**src/core/adc_fmt_pkg.sv**
```systemverilog
// Constants for the converter power-state and output formatter block.
// Assumes a single system clock that oversamples the separate sampling clock.
// Functional notes
// - Chip power down, channel standby, output tri-state; chosen by field or pins.
// - Codes 1001, 1010, 1011 tri-state B, A, both; recovery about 100 ns.
// - Code 1100 or pins high-low-low powers down; data valid 20 us later.
// - Codes 1101/1110 or pins HLH/HHL put channel B/A in standby; 1 us wake.
// - Code 1111 or pins all high multiplex both channels onto channel A bus.
// - Code 0000 or pins low give normal; pins cannot select tri-state.
// - Chip power down turns everything off and floats all data outputs.
// - Sampling clock below 1 MSPS forces a low-power state automatically.
// - Each channel outputs an 11-bit word with a data-synchronous clock.
// - Output style DDR or CMOS, chosen by register bit or format pin.
// - DDR mode carries two sample bits per pair each clock period; here pin k carries only bit k, zero in the other phase.
// - DDR even bits launch at clock fall, odd bits at clock rise.
// - CMOS drives each bit on own pin once per cycle; rising-edge capture.
// - Samples encoded two's complement or offset binary by bit or pin.
// - Positive overdrive clamps to 7FF offset binary, 3FF two's complement.
// - Negative overdrive clamps to 000 offset binary, 400 two's complement.
// - Configuration writes carry an 8-bit address and 8-bit data.
package adc_fmt_pkg;
  localparam int SAMPLE_W = 11;
  localparam int ADDR_W = 8;
  localparam int DATA_W = 8;
  // Register byte addresses
  localparam logic [7:0] ADDR_POWER = 8'h00;
  localparam logic [7:0] ADDR_OUTPUT = 8'h01;
  localparam logic [7:0] ADDR_STATUS = 8'h02;
  // Field positions
  localparam int POWER_CODE_LSB = 0;
  localparam int OUT_STYLE_BIT = 0;
  localparam int OUT_FORMAT_BIT = 1;
  localparam int OUT_PINSEL_BIT = 2;
  localparam logic [3:0] POWER_RESET = 4'h0;
  localparam logic [7:0] OUTPUT_RESET = 8'h00;
  // Power-state codes
  localparam logic [3:0] CODE_NORMAL = 4'h0;
  localparam logic [3:0] CODE_TRI_B = 4'h9;
  localparam logic [3:0] CODE_TRI_A = 4'hA;
  localparam logic [3:0] CODE_TRI_AB = 4'hB;
  localparam logic [3:0] CODE_GLOBAL = 4'hC;
  localparam logic [3:0] CODE_STBY_B = 4'hD;
  localparam logic [3:0] CODE_STBY_A = 4'hE;
  localparam logic [3:0] CODE_MUX = 4'hF;
  // Clamp codes
  localparam logic [10:0] POS_CLAMP_OB = 11'h7FF;
  localparam logic [10:0] POS_CLAMP_TC = 11'h3FF;
  localparam logic [10:0] NEG_CLAMP_OB = 11'h000;
  localparam logic [10:0] NEG_CLAMP_TC = 11'h400;
  localparam logic [10:0] SIGN_FLIP = 11'h400;
  // Timing
  localparam int CLK_NS = 50;
  localparam int TRI_WAKE_NS = 100;
  localparam int STBY_WAKE_US = 1;
  localparam int GLOBAL_WAKE_US = 20;
  localparam int TRI_WAKE_CYC = (TRI_WAKE_NS + CLK_NS - 1) / CLK_NS;
  localparam int STBY_WAKE_CYC = (STBY_WAKE_US * 1000 + CLK_NS - 1) / CLK_NS;
  localparam int GLOBAL_WAKE_CYC = (GLOBAL_WAKE_US * 1000 + CLK_NS - 1) / CLK_NS;
  // Slowest sampling rate before low power: 1 MSPS means 1000 ns per sample
  localparam int MIN_RATE_PERIOD_NS = 1000;
  localparam int SLOW_LIMIT_CYC = MIN_RATE_PERIOD_NS / CLK_NS;
  localparam int WAKE_CNT_W = 12;
  localparam int EDGE_CNT_W = 8;
endpackage

```
**src/core/adc_sample_encoder.sv**
```systemverilog
// Encodes one channel's raw offset-binary sample and applies overdrive clamps.
// Assumes raw sample and overdrive flags are synchronous to the system clock.
`timescale 1ns/1ps
`default_nettype none
module adc_sample_encoder #(
  parameter int WIDTH = 11
) (
  input wire logic [WIDTH-1:0] i_raw,
  input wire logic i_over_pos,
  input wire logic i_over_neg,
  input wire logic i_twos,
  output logic [WIDTH-1:0] o_code
);
  always_comb begin
    if (i_over_pos) begin
      o_code = i_twos ? adc_fmt_pkg::POS_CLAMP_TC : adc_fmt_pkg::POS_CLAMP_OB;
    end else if (i_over_neg) begin
      o_code = i_twos ? adc_fmt_pkg::NEG_CLAMP_TC : adc_fmt_pkg::NEG_CLAMP_OB;
    end else if (i_twos) begin
      o_code = i_raw ^ adc_fmt_pkg::SIGN_FLIP;
    end else begin
      o_code = i_raw;
    end
  end
endmodule
`default_nettype wire

```
**src/core/adc_power_and_output_formatter.sv**
```systemverilog
// Power-state control and output formatting for a dual-channel converter.
// Assumes raw samples arrive on I_CLK; sampling clock and pins are asynchronous.
//
// The strobed register port and the register offsets are this design's own decisions.
`timescale 1ns/1ps
`default_nettype none
module adc_power_and_output_formatter #(
  parameter int WIDTH = 11,
  parameter int GLOBAL_WAKE = adc_fmt_pkg::GLOBAL_WAKE_CYC
) (
  input wire logic I_CLK,
  input wire logic I_RST_N,
  input wire logic [7:0] I_ADDR,
  input wire logic [7:0] I_WDATA,
  input wire logic I_WR,
  input wire logic I_RD,
  output logic [7:0] O_RDATA,
  input wire logic I_POWER_PIN_FIRST,
  input wire logic I_POWER_PIN_SECOND,
  input wire logic I_POWER_PIN_THIRD,
  input wire logic I_FORMAT_SELECT_PIN,
  input wire logic I_SAMPLE_CLK,
  input wire logic [WIDTH-1:0] I_RAW_A,
  input wire logic [WIDTH-1:0] I_RAW_B,
  input wire logic [1:0] I_OVER_POS,
  input wire logic [1:0] I_OVER_NEG,
  output logic [WIDTH-1:0] O_DATA_A,
  output logic [WIDTH-1:0] O_DATA_B,
  output logic [WIDTH-1:0] O_DATA_A_OE,
  output logic [WIDTH-1:0] O_DATA_B_OE,
  output logic O_DDR_OUTPUT_CLOCK,
  output logic O_CMOS_OUTPUT_CLOCK,
  output logic O_CONV_A_ON,
  output logic O_CONV_B_ON,
  output logic O_REF_ON,
  output logic O_LOW_POWER,
  output logic O_DATA_VALID
);
  typedef enum logic [3:0] {
    ST_RUN = 4'h1,
    ST_WAKE = 4'h2,
    ST_GLOBAL = 4'h4,
    ST_SLOW = 4'h8
  } pwr_type;

  // Synchronisers for pins and sampling clock
  logic [4:0] sync1;
  logic [4:0] sync2;
  logic sclk_prev;
  always_ff @(posedge I_CLK or negedge I_RST_N) begin
    if (!I_RST_N) begin
      sync1 <= 5'h00;
      sync2 <= 5'h00;
      sclk_prev <= 1'b0;
    end else begin
      sync1 <= {I_SAMPLE_CLK, I_FORMAT_SELECT_PIN, I_POWER_PIN_THIRD, I_POWER_PIN_SECOND,
                I_POWER_PIN_FIRST};
      sync2 <= sync1;
      sclk_prev <= sync2[4];
    end
  end
  logic sclk_rise;
  logic sclk_fall;
  assign sclk_rise = sync2[4] & ~sclk_prev;
  assign sclk_fall = ~sync2[4] & sclk_prev;

  // Register file: 8-bit address, 8-bit data
  logic [3:0] power_code;
  logic [7:0] out_ctrl;
  logic [3:0] next_power_code;
  logic [7:0] next_out_ctrl;
  logic [7:0] next_rdata;
  pwr_type state;
  logic [3:0] eff_code;
  always_comb begin
    next_power_code = power_code;
    next_out_ctrl = out_ctrl;
    next_rdata = 8'h00;
    if (I_WR) begin
      unique case (I_ADDR)
        adc_fmt_pkg::ADDR_POWER: next_power_code = I_WDATA[3:0];
        adc_fmt_pkg::ADDR_OUTPUT: next_out_ctrl = {5'h00, I_WDATA[2:0]};
        default: ;
      endcase
    end
    if (I_RD) begin
      unique case (I_ADDR)
        adc_fmt_pkg::ADDR_POWER: next_rdata = {4'h0, power_code};
        adc_fmt_pkg::ADDR_OUTPUT: next_rdata = out_ctrl;
        adc_fmt_pkg::ADDR_STATUS: next_rdata = {state, eff_code};
        default: next_rdata = 8'h00;
      endcase
    end
  end
  always_ff @(posedge I_CLK or negedge I_RST_N) begin
    if (!I_RST_N) begin
      power_code <= adc_fmt_pkg::POWER_RESET;
      out_ctrl <= adc_fmt_pkg::OUTPUT_RESET;
    end else begin
      power_code <= next_power_code;
      out_ctrl <= next_out_ctrl;
    end
  end

  // Pin mode selected by register bit; pins win then
  logic pin_mode;
  logic style_cmos;
  logic twos;
  assign pin_mode = out_ctrl[adc_fmt_pkg::OUT_PINSEL_BIT];
  assign style_cmos = pin_mode ? sync2[3] : out_ctrl[adc_fmt_pkg::OUT_STYLE_BIT];
  assign twos = pin_mode ? sync2[3] : out_ctrl[adc_fmt_pkg::OUT_FORMAT_BIT];

  always_comb begin
    eff_code = power_code;
    if (pin_mode) begin
      unique case (sync2[2:0])
        3'b001: eff_code = adc_fmt_pkg::CODE_GLOBAL;
        3'b101: eff_code = adc_fmt_pkg::CODE_STBY_B;
        3'b011: eff_code = adc_fmt_pkg::CODE_STBY_A;
        3'b111: eff_code = adc_fmt_pkg::CODE_MUX;
        default: eff_code = adc_fmt_pkg::CODE_NORMAL;
      endcase
    end
  end

  // Decoded mode flags; codes below 1001 fall through to normal
  logic tri_a;
  logic tri_b;
  logic stby_a;
  logic stby_b;
  logic mux_mode;
  logic global_pd;
  always_comb begin
    tri_a = 1'b0;
    tri_b = 1'b0;
    stby_a = 1'b0;
    stby_b = 1'b0;
    mux_mode = 1'b0;
    global_pd = 1'b0;
    unique case (eff_code)
      adc_fmt_pkg::CODE_TRI_B: tri_b = 1'b1;
      adc_fmt_pkg::CODE_TRI_A: tri_a = 1'b1;
      adc_fmt_pkg::CODE_TRI_AB: begin
        tri_a = 1'b1;
        tri_b = 1'b1;
      end
      adc_fmt_pkg::CODE_GLOBAL: global_pd = 1'b1;
      adc_fmt_pkg::CODE_STBY_B: stby_b = 1'b1;
      adc_fmt_pkg::CODE_STBY_A: stby_a = 1'b1;
      adc_fmt_pkg::CODE_MUX: mux_mode = 1'b1;
      default: ;
    endcase
  end

  // Sample clock watchdog: no edge within the limit means too slow
  logic [7:0] gap;
  logic [7:0] next_gap;
  logic slow;
  assign slow = gap >= 8'(adc_fmt_pkg::SLOW_LIMIT_CYC);
  always_comb begin
    next_gap = gap;
    if (sclk_rise) begin
      next_gap = 8'h00;
    end else if (!slow) begin
      next_gap = gap + 8'h01;
    end
  end

  // Power sequencer with wake-up timer
  pwr_type next_state;
  logic [11:0] wake;
  logic [11:0] next_wake;
  logic stby_a_q;
  logic stby_b_q;
  logic tri_any_q;
  logic [1:0] tri_q;
  logic stby_rise;
  logic tri_fall;
  assign stby_rise = (stby_a_q & ~stby_a) | (stby_b_q & ~stby_b);
  assign tri_fall = tri_any_q & ~(tri_a | tri_b);
  always_comb begin
    next_state = state;
    next_wake = wake;
    unique case (state)
      ST_RUN: begin
        if (slow) begin
          next_state = ST_SLOW;
        end else if (global_pd) begin
          next_state = ST_GLOBAL;
        end else if (stby_rise) begin
          next_state = ST_WAKE;
          next_wake = 12'(adc_fmt_pkg::STBY_WAKE_CYC);
        end else if (tri_fall) begin
          next_state = ST_WAKE;
          next_wake = 12'(adc_fmt_pkg::TRI_WAKE_CYC);
        end
      end
      ST_WAKE: begin
        if (slow) begin
          next_state = ST_SLOW;
        end else if (global_pd) begin
          next_state = ST_GLOBAL;
        end else if (wake <= 12'h001) begin
          next_state = ST_RUN;
          next_wake = 12'h000;
        end else begin
          next_wake = wake - 12'h001;
        end
      end
      ST_GLOBAL, ST_SLOW: begin
        if (!global_pd && !slow) begin
          next_state = ST_WAKE;
          next_wake = 12'(GLOBAL_WAKE);
        end
      end
    endcase
  end
  always_ff @(posedge I_CLK or negedge I_RST_N) begin
    if (!I_RST_N) begin
      state <= ST_RUN;
      wake <= 12'h000;
      gap <= 8'h00;
      stby_a_q <= 1'b0;
      stby_b_q <= 1'b0;
      tri_any_q <= 1'b0;
      tri_q <= 2'b00;
    end else begin
      state <= next_state;
      wake <= next_wake;
      gap <= next_gap;
      stby_a_q <= stby_a;
      stby_b_q <= stby_b;
      tri_any_q <= tri_a | tri_b;
      tri_q <= {tri_b, tri_a};
    end
  end

  // Encoding of each channel
  logic [WIDTH-1:0] code_a;
  logic [WIDTH-1:0] code_b;
  adc_sample_encoder #(.WIDTH(WIDTH)) enc_a (
    .i_raw(I_RAW_A),
    .i_over_pos(I_OVER_POS[0]),
    .i_over_neg(I_OVER_NEG[0]),
    .i_twos(twos),
    .o_code(code_a)
  );
  adc_sample_encoder #(.WIDTH(WIDTH)) enc_b (
    .i_raw(I_RAW_B),
    .i_over_pos(I_OVER_POS[1]),
    .i_over_neg(I_OVER_NEG[1]),
    .i_twos(twos),
    .o_code(code_b)
  );

  // Output path: words latched on sampling clock rise
  logic [WIDTH-1:0] word_a;
  logic [WIDTH-1:0] word_b;
  logic mux_sel;
  logic [WIDTH-1:0] next_word_a;
  logic [WIDTH-1:0] next_word_b;
  logic next_mux_sel;
  always_comb begin
    next_word_a = word_a;
    next_word_b = word_b;
    next_mux_sel = mux_sel;
    if (sclk_rise) begin
      next_word_a = code_a;
      next_word_b = code_b;
      next_mux_sel = mux_mode ? ~mux_sel : 1'b0;
    end
  end

  logic off;
  logic oe_a;
  logic oe_b;
  assign off = (state == ST_GLOBAL) || (state == ST_SLOW);
  assign oe_a = !off && !tri_q[0];
  assign oe_b = !off && !tri_q[1] && !mux_mode;

  logic [WIDTH-1:0] next_data_a;
  logic [WIDTH-1:0] next_data_b;
  logic [WIDTH-1:0] next_oe_a;
  logic [WIDTH-1:0] next_oe_b;
  logic next_ddr_clk;
  logic next_cmos_clk;
  logic [WIDTH-1:0] src_a;
  always_comb begin
    src_a = (mux_mode && mux_sel) ? word_b : word_a;
    next_data_a = O_DATA_A;
    next_data_b = O_DATA_B;
    next_ddr_clk = O_DDR_OUTPUT_CLOCK;
    next_cmos_clk = O_CMOS_OUTPUT_CLOCK;
    if (off) begin
      next_data_a = '0;
      next_data_b = '0;
      next_ddr_clk = 1'b0;
      next_cmos_clk = 1'b0;
    end else if (style_cmos) begin
      next_ddr_clk = 1'b0;
      if (sclk_rise) begin
        next_data_a = src_a;
        next_data_b = word_b;
        next_cmos_clk = 1'b0;
      end else if (sclk_fall) begin
        next_cmos_clk = 1'b1;
      end
    end else begin
      next_cmos_clk = 1'b0;
      // Pin k carries bit k: odd bits with clock high, even bits with clock low, zero otherwise
      for (int k = 0; k < WIDTH; k++) begin
        if (sclk_fall) begin
          next_data_a[k] = (k % 2 == 0) ? src_a[k] : 1'b0;
          next_data_b[k] = (k % 2 == 0) ? word_b[k] : 1'b0;
        end else if (sclk_rise) begin
          next_data_a[k] = (k % 2 == 1) ? src_a[k] : 1'b0;
          next_data_b[k] = (k % 2 == 1) ? word_b[k] : 1'b0;
        end
      end
      if (sclk_rise) begin
        next_ddr_clk = 1'b1;
      end else if (sclk_fall) begin
        next_ddr_clk = 1'b0;
      end
    end
    next_oe_a = {WIDTH{oe_a}};
    next_oe_b = {WIDTH{oe_b}};
  end

  always_ff @(posedge I_CLK or negedge I_RST_N) begin
    if (!I_RST_N) begin
      word_a <= '0;
      word_b <= '0;
      mux_sel <= 1'b0;
      O_DATA_A <= '0;
      O_DATA_B <= '0;
      O_DATA_A_OE <= '0;
      O_DATA_B_OE <= '0;
      O_DDR_OUTPUT_CLOCK <= 1'b0;
      O_CMOS_OUTPUT_CLOCK <= 1'b0;
      O_CONV_A_ON <= 1'b0;
      O_CONV_B_ON <= 1'b0;
      O_REF_ON <= 1'b0;
      O_LOW_POWER <= 1'b0;
      O_DATA_VALID <= 1'b0;
      O_RDATA <= 8'h00;
    end else begin
      word_a <= next_word_a;
      word_b <= next_word_b;
      mux_sel <= next_mux_sel;
      O_DATA_A <= next_data_a;
      O_DATA_B <= next_data_b;
      O_DATA_A_OE <= next_oe_a;
      O_DATA_B_OE <= next_oe_b;
      O_DDR_OUTPUT_CLOCK <= next_ddr_clk;
      O_CMOS_OUTPUT_CLOCK <= next_cmos_clk;
      O_CONV_A_ON <= !off && !stby_a;
      O_CONV_B_ON <= !off && !stby_b;
      O_REF_ON <= !off;
      O_LOW_POWER <= off;
      O_DATA_VALID <= (state == ST_RUN);
      O_RDATA <= next_rdata;
    end
  end
endmodule
`default_nettype wire

```
**config.mk**
```make
export PLATFORM = sky130hd
export DESIGN_NAME = adc_power_and_output_formatter
export DESIGN_NICKNAME = d
export VERILOG_FILES = /design/src/core/adc_fmt_pkg.sv /design/src/core/adc_sample_encoder.sv /design/src/core/adc_power_and_output_formatter.sv
export SDC_FILE = /design/constraint.sdc
export NUM_CORES = 1
export LEC_CHECK = 0
export BUFFER_PORTS_ARGS = -buffer_cell sky130_fd_sc_hd__buf_2
export CORE_MARGIN = 2
export CORE_UTILIZATION = 54
export DETAILED_ROUTE_END_ITERATION = 6
export PLACE_DENSITY_LB_ADDON = 0.15
export SETUP_SLACK_MARGIN = 0.4
export SYNTH_ARGS = -nofsm -noshare
export SYNTH_HDL_FRONTEND = slang
export SYNTH_SLANG_ARGS = --single-unit
export TNS_END_PERCENT = 50
```
**constraint.sdc**
```tcl
create_clock -name I_CLK -period 2.6 [get_ports I_CLK]
set_input_delay 0.65 -clock I_CLK [delete_from_list [all_inputs] [get_ports I_CLK]]
set_output_delay 0.65 -clock I_CLK [all_outputs]
set_load 0.01 [all_outputs]
```
Word level (Yosys, flattened, before mapping)
Cells that the tools add are included.

Register bits: 109. Bits of input ports: 51. Output and inout port bits: 59.

Add/sub/neg operators: 2. $lt $le $gt $ge: 2. Equal/unequal tests: 28. Muxes and demuxes: 89. Bitwise logic cells: 15. Reductions and logical operators: 27.

Operator list (number): $mux 11 (15); $mux 12 (8); $mux 1 (50); $mux 4 (9); $pmux 12 s3 (1); $eq 4x4->1 const B (8); $mux 8 (3); $pmux 8 s3 (1); $pmux 4 s4 (1); $le 12x1->1 const B (1); $ne 2x2->1 const B (6); $pmux 4 s3 (1); $sub 12x1->12 const B (1); $add 8x1->8 const B (1); $eq 8x1->1 const B (1); $eq 8x2->1 const B (1); $ge 8x5->1 const B (1); $logic_not 1->1 (8); $logic_not 8->1 (1); $not 1->1 (8); $logic_and 1x1->1 (7); $eq 3x3->1 const B (2); $reduce_and 2->1 (3); $reduce_and 6->1 (1); other kinds (17) (24).

Logic depth before layout (Yosys ltp)
Gate-level depths: netlist of the first run.

Depth after elaboration: 14. Mapped depth: 8.

By module
From an unflattened synthesis of the first run, not the netlist that was laid out.

Cells, all modules: 448. Area, all modules: 5108.6 um^2.

By module, submodules not included: adc_power_and_output_formatter (times used 1, cells an instance 418, area an instance 4883.4 um^2); adc_sample_encoder (times used 2, cells an instance 15, area an instance 112.6 um^2).

Worst setup path after synthesis of the first run
OpenSTA, ideal clock, no wires.

Path kind: reg-to-reg. Start point: register wake[0]. End point: register wake[10]. Library setup time: 124 ps. Data arrival time: 1812 ps. Slack: 664 ps. Stages on the path, launching flop included: 8. Path buffers: 0. Path through: dfrtp_1 -> inv_1 -> ha_1 -> nor3b_1 -> nand2_1 -> or3_1 -> and3_1 -> a211o_1.

Longest elaborated chain between the ends: 5.

RTL lines: start, declared (line adc_power_and_output_formatter.sv:171) `logic [11:0] wake;`; start signal, assigned (line adc_power_and_output_formatter.sv:229) `wake <= next_wake;`; $sub 12x1->12 or $le 12x1->1 (tied branches) (line adc_power_and_output_formatter.sv:207, adc_power_and_output_formatter.sv:203); $mux 12 (*) (line adc_power_and_output_formatter.sv:203) `end else if (wake <= 12'h001) begin`; $mux 12 (*) (line adc_power_and_output_formatter.sv:201) `end else if (global_pd) begin`; $mux 12 (*) (line adc_power_and_output_formatter.sv:199) `if (slow) begin`; $pmux 12 s3 (*) (line adc_power_and_output_formatter.sv:184) `unique case (state)`.

Mark *: on every way between the ends. The rest lies on a longest branch, timed or not. The select of a mux whose other input is x is not followed. A chain may end at the register's enable or synchronous reset.

Worst setup path after layout of the first run
Start point: register out_ctrl[2]. End point: register O_DATA_A[1].

Longest elaborated chain between the ends: 9.

RTL lines: start, declared (line adc_power_and_output_formatter.sv:69) `logic [7:0] out_ctrl;`; start signal, assigned (line adc_power_and_output_formatter.sv:98) `out_ctrl <= adc_fmt_pkg::OUTPUT_RESET;`; start signal, assigned (line adc_power_and_output_formatter.sv:101) `out_ctrl <= next_out_ctrl;`; $mux 4 (line adc_power_and_output_formatter.sv:115) `if (pin_mode) begin`; $eq 4x4->1 (line adc_power_and_output_formatter.sv:140) `unique case (eff_code)`; $mux 1 (line adc_power_and_output_formatter.sv:140); $logic_and 1x1->1 (line adc_power_and_output_formatter.sv:289) `src_a = (mux_mode && mux_sel) ? word_b : word_a;`; $mux 11 (line adc_power_and_output_formatter.sv:289); $mux 1 (line adc_power_and_output_formatter.sv:315) `end else if (sclk_rise) begin`; $mux 1 (line adc_power_and_output_formatter.sv:312) `if (sclk_fall) begin`; $mux 11 (line adc_power_and_output_formatter.sv:299) `end else if (style_cmos) begin`; $mux 11 (line adc_power_and_output_formatter.sv:294) `if (off) begin`; end signal, assigned (line adc_power_and_output_formatter.sv:351) `O_DATA_A <= next_data_a;`; end, declared (line adc_power_and_output_formatter.sv:27) `output logic [WIDTH-1:0] O_DATA_A,`.

Parallel ways exist; a longest one is shown, timed or not. The select of a mux whose other input is x is not followed.

==> results by group, run 1 <==
Status
  • Status: completed

Critical path
  • Setup crit start kind: flip-flop
  • Crit-path cells: buf_4 > mux2i_2 > nor2_1 > or4_4 > o2bb2ai_1
  • Max incr delay on CP: 0.55 ns
  • Slowest CP cell: or4_4
  • Arrival time worst endpoint: 2.37 ns
  • FF-to-FF setup slack: 0.51 ns
  • Crit Path Class: reg2reg
  • Worst-path maximum fanout: 11
  • Crit-path leading delay family: simple AND/OR/NAND/NOR gates
  • Critical path capture point type: flip-flop
  • Worst Path Buf+Inv: 1
  • CP Data Required Time: 2.88 ns

Global route
  • First-pass GRT wire length: 17,100 µm
  • Initial antenna violation count: 0
  • All-Layer GR Usage: 21.6%
  • Vias in the first global route: 3,428
  • Pin count of the biggest net entering global routing: 51
  • GRT overflow: 0

Clock network
  • CTS tree: yes
  • Gates resized, CTS repair: 0
  • Num Clock Sinks: 109
  • Root buffer cell: clkbuf_8
  • # Post-CTS Setup Buffers: 0
  • Num CTS Buffers: 9
  • # H-tree levels: 3
  • Worst-path clk slew: 0.11 ns
  • Clk Latency, worst-skew pair: 0.37 ns
  • Cts hold-fix bufs: 0
  • CTS max path bufs: 2

Synth
  • Syn Inst Count: 455
  • Synthesized area: 0.00497 mm²
  • Avg Inst Size Synth: 10.9 µm²
  • Primary FF master, synth: dfrtp_1
  • Sequential share of the synthesized area: 54.9%
  • Cell variety after synth: 61
  • Syn Nets: 512
  • Most instantiated library cell after synthesis: dfrtp_1
  • YS warnings: 0
  • Most area-consuming cells after synthesis: dfrtp_1 (54%), a21oi_1 (5.3%), nor2_1 (3.5%), mux2i_1 (3.4%), buf_4 (3.2%)
  • Number of synthesized register bits: 109
  • Synth top area share: 54.4%
  • Number of flops mapped to enable cells by yosys: 0
  • Most frequent cells after synthesis: dfrtp_1 (108), a21oi_1 (53), nor2_1 (46)
  • Synth area leader: dfrtp_1
  • Post-synth ARST share: 100%

Place
  • RD Place Congestion: 0.837
  • Dpl hpwl: 7460 µm
  • Port Buffers: 105
  • # placed instances: 637

Floorplan
  • Core box area: 0.00906 mm²
  • Die width: 99.9 µm
  • Row Count: 35
  • Initial core utilization: 54.8%
  • Ports: 110
  • Die height: 99.9 µm
  • Die area: 0.00999 mm²

STA
  • Final hold viol count: 0
  • Setup violators final: 0
  • Min Clock Period, post-route: 2.09 ns
  • Highest Clock Rate: 479 MHz
  • Worst slew pin tran: 0.626 ns
  • RSZ-0062 raised after global routing: yes
  • Fin crit share: 80.3%
  • Final TNS setup: 0 ns
  • Fin. max-slew vios: 0
  • Relative slew slack: 58.2%
  • Clock skew: 0.0139 ns

Drt
  • WL/cell: 15.9 µm
  • Antenna Nets Post-Route: 0
  • Pre-Repair DR Iteration Count: 4
  • Via-per-instance ratio: 5.56
  • DRT Wirelength: 10,400 µm
  • Initial DRC count: 185
  • DRC viols: 0
  • Via Count: 3,631

Finish
  • ANT cells: 0
  • Layout cell share with drive strength beyond 1: 28.6%
  • Final cell count without fillers: 653
  • P&R area growth vs syn: 13.6%
  • Fill count: 750
  • Nets: 594

Power and ir drop
  • VDD IR max: 0.593 mV
  • PD cells: 775 mW/mm²
  • Leakage: 2.73 nW

Flow run
  • Max_cap viols: 0

Worst hold path
  • Hold crit path type: in2async
## worst reg2reg max path, cell delays in order (launching register included)
cell and delay, ns:
dfrtp_1 0.53, buf_4 0.22, mux2i_2 0.40, nor2_1 0.14, or4_4 0.55, o2bb2ai_1 0.18
## cell type report
class	count	area, µm²	area share [%]
sequential	109	2730	48.3
clock inverter	6	38.8	0.687
tap	111	139	2.46
timing repair buffer	115	616	10.9
multi-input combinational	286	1930	34.3
inverter	16	60.1	1.06
clock buffer	10	128	2.26
## logic make-up after synthesis
| group | after synthesis | share of synthesized area [%] |
|---|---|---|
| adder cells (fa/ha/maj) | 6 | 1.51 |
| multiplexers | 26 | 5.59 |
| buffers and inverters | 60 | 6.39 |
| XOR/XNOR | 7 | 1.23 |
| AO/OA/AOI/OAI | 121 | 16.7 |
| AND/OR/NAND/NOR | 126 | 13.7 |
| flip-flops | 109 | 54.9 |
## power by group
| group | internal [mW] | switching [mW] | leakage (nW) |
|---|---|---|---|
| registers | 1.94 | 0.237 | 1.35 |
| logic | 0.591 | 0.697 | 1.30 |
| clock network | 0.348 | 0.558 | 0.0824 |
| total | 2.88 | 1.49 | 2.73 |
## layer usage
| layer | track usage (%) | part of all wire, % | up-vias |
|---|---|---|---|
| met5 | 0 | 0 | - |
| met3 | 4.18 | 4.6 | 8 |
| met2 | 34.4 | 48 | 85 |
| met1 | 31.1 | 47 | 1756 |
| met4 | 5.06 | 0.77 | 0 |
| li1 | - | - | 1782 |
## layout by cell type, fill, tap and decap left out, types with 3 or more instances in the layout
master and count:
dfrtp_1 108, buf_2 104, a21oi_1 53, nor2_1 46, mux2i_1 17, inv_1 15, nand2_1 15, a22o_1 15
o2bb2ai_1 13, buf_4 10, and2_1 9, nor3_1 9, clkbuf_8 9, o211ai_1 8, nand3_1 7, o21ai_0 7
mux2_2 7, nor2b_1 6, xnor2_1 5, nor4_1 5, ha_1 5, nand4_1 4, nor3b_1 3, o211a_1 3
or3_1 3, clkinv_2 3
## registers in the layout, summed over array words and instances, names as in the netlist, 3 cells and up
| name | cells |
|---|---|
| wake | 12 |
| O_DATA_A | 11 |
| O_DATA_B | 11 |
| word_a | 11 |
| word_b | 11 |
| O_RDATA | 8 |
| gap | 8 |
| sync1 | 5 |
| sync2 | 5 |
| power_code | 4 |
| state | 4 |
| out_ctrl | 3 |
## worst paths after layout
check / to / cells after the start / startpoint
max: O_DATA_A[1] / 5 / out_ctrl[2]
min: O_DATA_B[10] / 1 / I_RST_N
max reg2reg: O_DATA_A[1] / 5 / out_ctrl[2]
min reg2reg: sync2[4] / 0 / sync1[4]
max in group asynchronous: wake[7] / 2 / I_RST_N
min in group I_CLK: sync2[4] / 0 / sync1[4]
## through the flow
| stage | worst slack (ns) | hold slack, ns | instance area [µm²] | power (mW) | utilization (%) |
|---|---|---|---|---|---|
| 2_1_floorplan | 0.664 | 0.331 | 4970 | 3.11 | - |
| 3_3_place_gp | 0.502 | 0.333 | 5470 | 3.43 | 60.3 |
| 3_5_place_dp | 0.472 | 0.335 | 5470 | 3.48 | 60.3 |
| 4_1_cts | 0.441 | 0.146 | 5640 | 4.39 | 62.2 |
| 5_1_grt | 0.389 | 0.146 | 5640 | 4.66 | 62.3 |
| 6_report | 0.512 | 0.141 | 5640 | 4.37 | 62.3 |
Note: power is estimated with default switching activity, not from simulation.
==> inputs of run 2 (changes only) <==
==> constraint.sdc (replaced) <==
create_clock -name I_CLK -period 2.1 [get_ports I_CLK]
set_input_delay 0.525 -clock I_CLK [delete_from_list [all_inputs] [get_ports I_CLK]]
set_output_delay 0.525 -clock I_CLK [all_outputs]
set_load 0.01 [all_outputs]
==> results by group, run 2 (synthesis gave the netlist of run 1 again) <==
Floorplan
  • Die width: 99.9 µm
  • Core box area: 0.00906 mm²
  • Die height: 99.9 µm
  • Die area: 0.00999 mm²
  • Row Count: 35
  • Ports: 110
  • Initial core utilization: 54.8%

Drt
  • Initial DRC count: 159
  • Antenna Nets Post-Route: 0
  • DRC viols: 0
  • Via-per-instance ratio: 5.63
  • Via Count: 3,872
  • Pre-Repair DR Iteration Count: 4
  • DRT Wirelength: 11,400 µm
  • WL/cell: 16.6 µm

STA
  • Worst slew pin tran: 0.478 ns
  • Final hold viol count: 0
  • Fin. max-slew vios: 0
  • Final TNS setup: 0 ns
  • Hold WS: 0.104 ns
  • Fin crit share: 89.2%
  • Highest Clock Rate: 534 MHz
  • RSZ-0062 raised after global routing: yes
  • Relative slew slack: 67.9%
  • Worst Setup Slack, final: 0.226 ns
  • Min Clock Period, post-route: 1.87 ns
  • Clock skew: 0.00933 ns
  • Setup violators final: 0

Place
  • Dpl ws: 0.0511 ns
  • Dpl hpwl: 7550 µm
  • Port Buffers: 105
  • RD Place Congestion: 0.811
  • # placed instances: 644

Finish
  • Fill count: 667
  • P&R area growth vs syn: 25.8%
  • Layout cell share with drive strength beyond 1: 38.6%
  • FF/Latch Area: 0.00274 mm²
  • Most frequent cells in the layout: buf_2 (104), dfrtp_1 (101), a21oi_1 (52)
  • Commonest non-fill, non-tap cell in the layout: buf_2
  • Nets: 629
  • ANT cells: 0
  • Final cell count without fillers: 688
  • Largest Register: wake
  • Multi-input gate area: 0.00217 mm²
  • Largest register FFs: 12

Clock network
  • Num CTS Buffers: 9
  • Worst-path clk slew: 0.10 ns
  • CTS max path bufs: 2
  • Root buffer cell: clkbuf_8
  • Num Clock Sinks: 109
  • Cts hold-fix bufs: 0
  • Clk Latency, worst-skew pair: 0.36 ns
  • CTS tree: yes
  • # H-tree levels: 3

Critical path
  • Slowest CP cell: dfrtp_2
  • Critical path capture point type: flip-flop
  • Crit-path cells: buf_6 > mux2i_4 > a21boi_4 > o211ai_2 > buf_6 > buf_12 > o211ai_1 > a32o_1
  • Crit-path leading delay family: compound AO/OA/AOI/OAI gates
  • CP Data Required Time: 2.35 ns
  • Worst-path maximum fanout: 7
  • Crit Path Class: reg2reg
  • Setup crit start kind: flip-flop
  • Max incr delay on CP: 0.48 ns
  • Worst Path Buf+Inv: 3
  • CP most frequent cell: buf_6
  • Arrival time worst endpoint: 2.13 ns

Worst hold path
  • Hold crit path type: in2async

Global route
  • Pin count of the biggest net entering global routing: 47
  • Vias in the first global route: 3,824
  • First-pass GRT wire length: 19,000 µm
  • GRT overflow: 0
  • Initial antenna violation count: 0
  • All-Layer GR Usage: 23.9%

Flow run
  • Max_cap viols: 0

Power and ir drop
  • PD cells: 998 mW/mm²
  • VDD IR max: 0.805 mV
  • Leakage: 2.97 nW

Status
  • Status: completed
==> run 2: cell types whose count changed in the layout (fill, tap and decap cells not counted), moves of 5 or more <==
cell       delta
o2bb2ai_2     +5
dfrtp_1       -7
buf_4        +23
o2bb2ai_1     -5
buf_6         +8
dfrtp_2       +7
==> run 2: through the flow <==
stage	utilization (%)	total power [mW]	area [µm²]
after CTS	67.7	6.13	6140
after global placement	61.7	4.41	5600
after global routing	68.9	6.61	6250
after floorplan	-	3.93	5020
final	68.9	6.24	6250
after detailed placement	61.7	4.48	5600
==> run 2: layer usage <==
metal | global-route usage [%] | share of wire (%)
met1 | 35.1 | 46
met2 | 37.5 | 48
met3 | 4.11 | 5.4
met4 | 5.90 | 1.0
met5 | 0 | 0
==> run 2: what timing repair did <==
| action | 4_1_cts | 5_1_grt |
|---|---|---|
| buffers inserted | 24 | 3 |
| cloned | 1 | 0 |
| pin swaps | 14 | 9 |
| resized for setup | 36 | 20 |
| setup endpoints to repair | 36 | 42 |
==> run 2: path summary, 6_finish.rpt <==
path                          endpoint  slack (ns)  cells past startpoint         startpoint
max                            wake[6]        0.23                      8        out_ctrl[2]
min                         O_RDATA[2]        0.10                      1            I_RST_N
max reg2reg                    wake[6]        0.23                      8        out_ctrl[2]
min reg2reg                   sync2[1]        0.36                      0           sync1[1]
max in group asynchronous  O_DATA_A[5]        1.38                      2            I_RST_N
min in group I_CLK            sync1[0]        0.26                      1  I_POWER_PIN_FIRST
==> run 2: cell type report <==
| type | count | area share, % |
|---|---|---|
| inverter | 16 | 0.961 |
| tap | 111 | 2.22 |
| multi-input combinational | 287 | 34.7 |
| clock inverter | 7 | 1.32 |
| timing repair buffer | 149 | 15.0 |
| clock buffer | 9 | 1.98 |
| sequential | 109 | 43.8 |
==> run 2: power breakdown <==
group | total, mW | leakage (nW) | internal, mW | switching [mW]
clock network | 1.30 | 0.0984 | 0.571 | 0.734
logic | 2.22 | 1.53 | 1.13 | 1.10
registers | 2.71 | 1.33 | 2.41 | 0.303
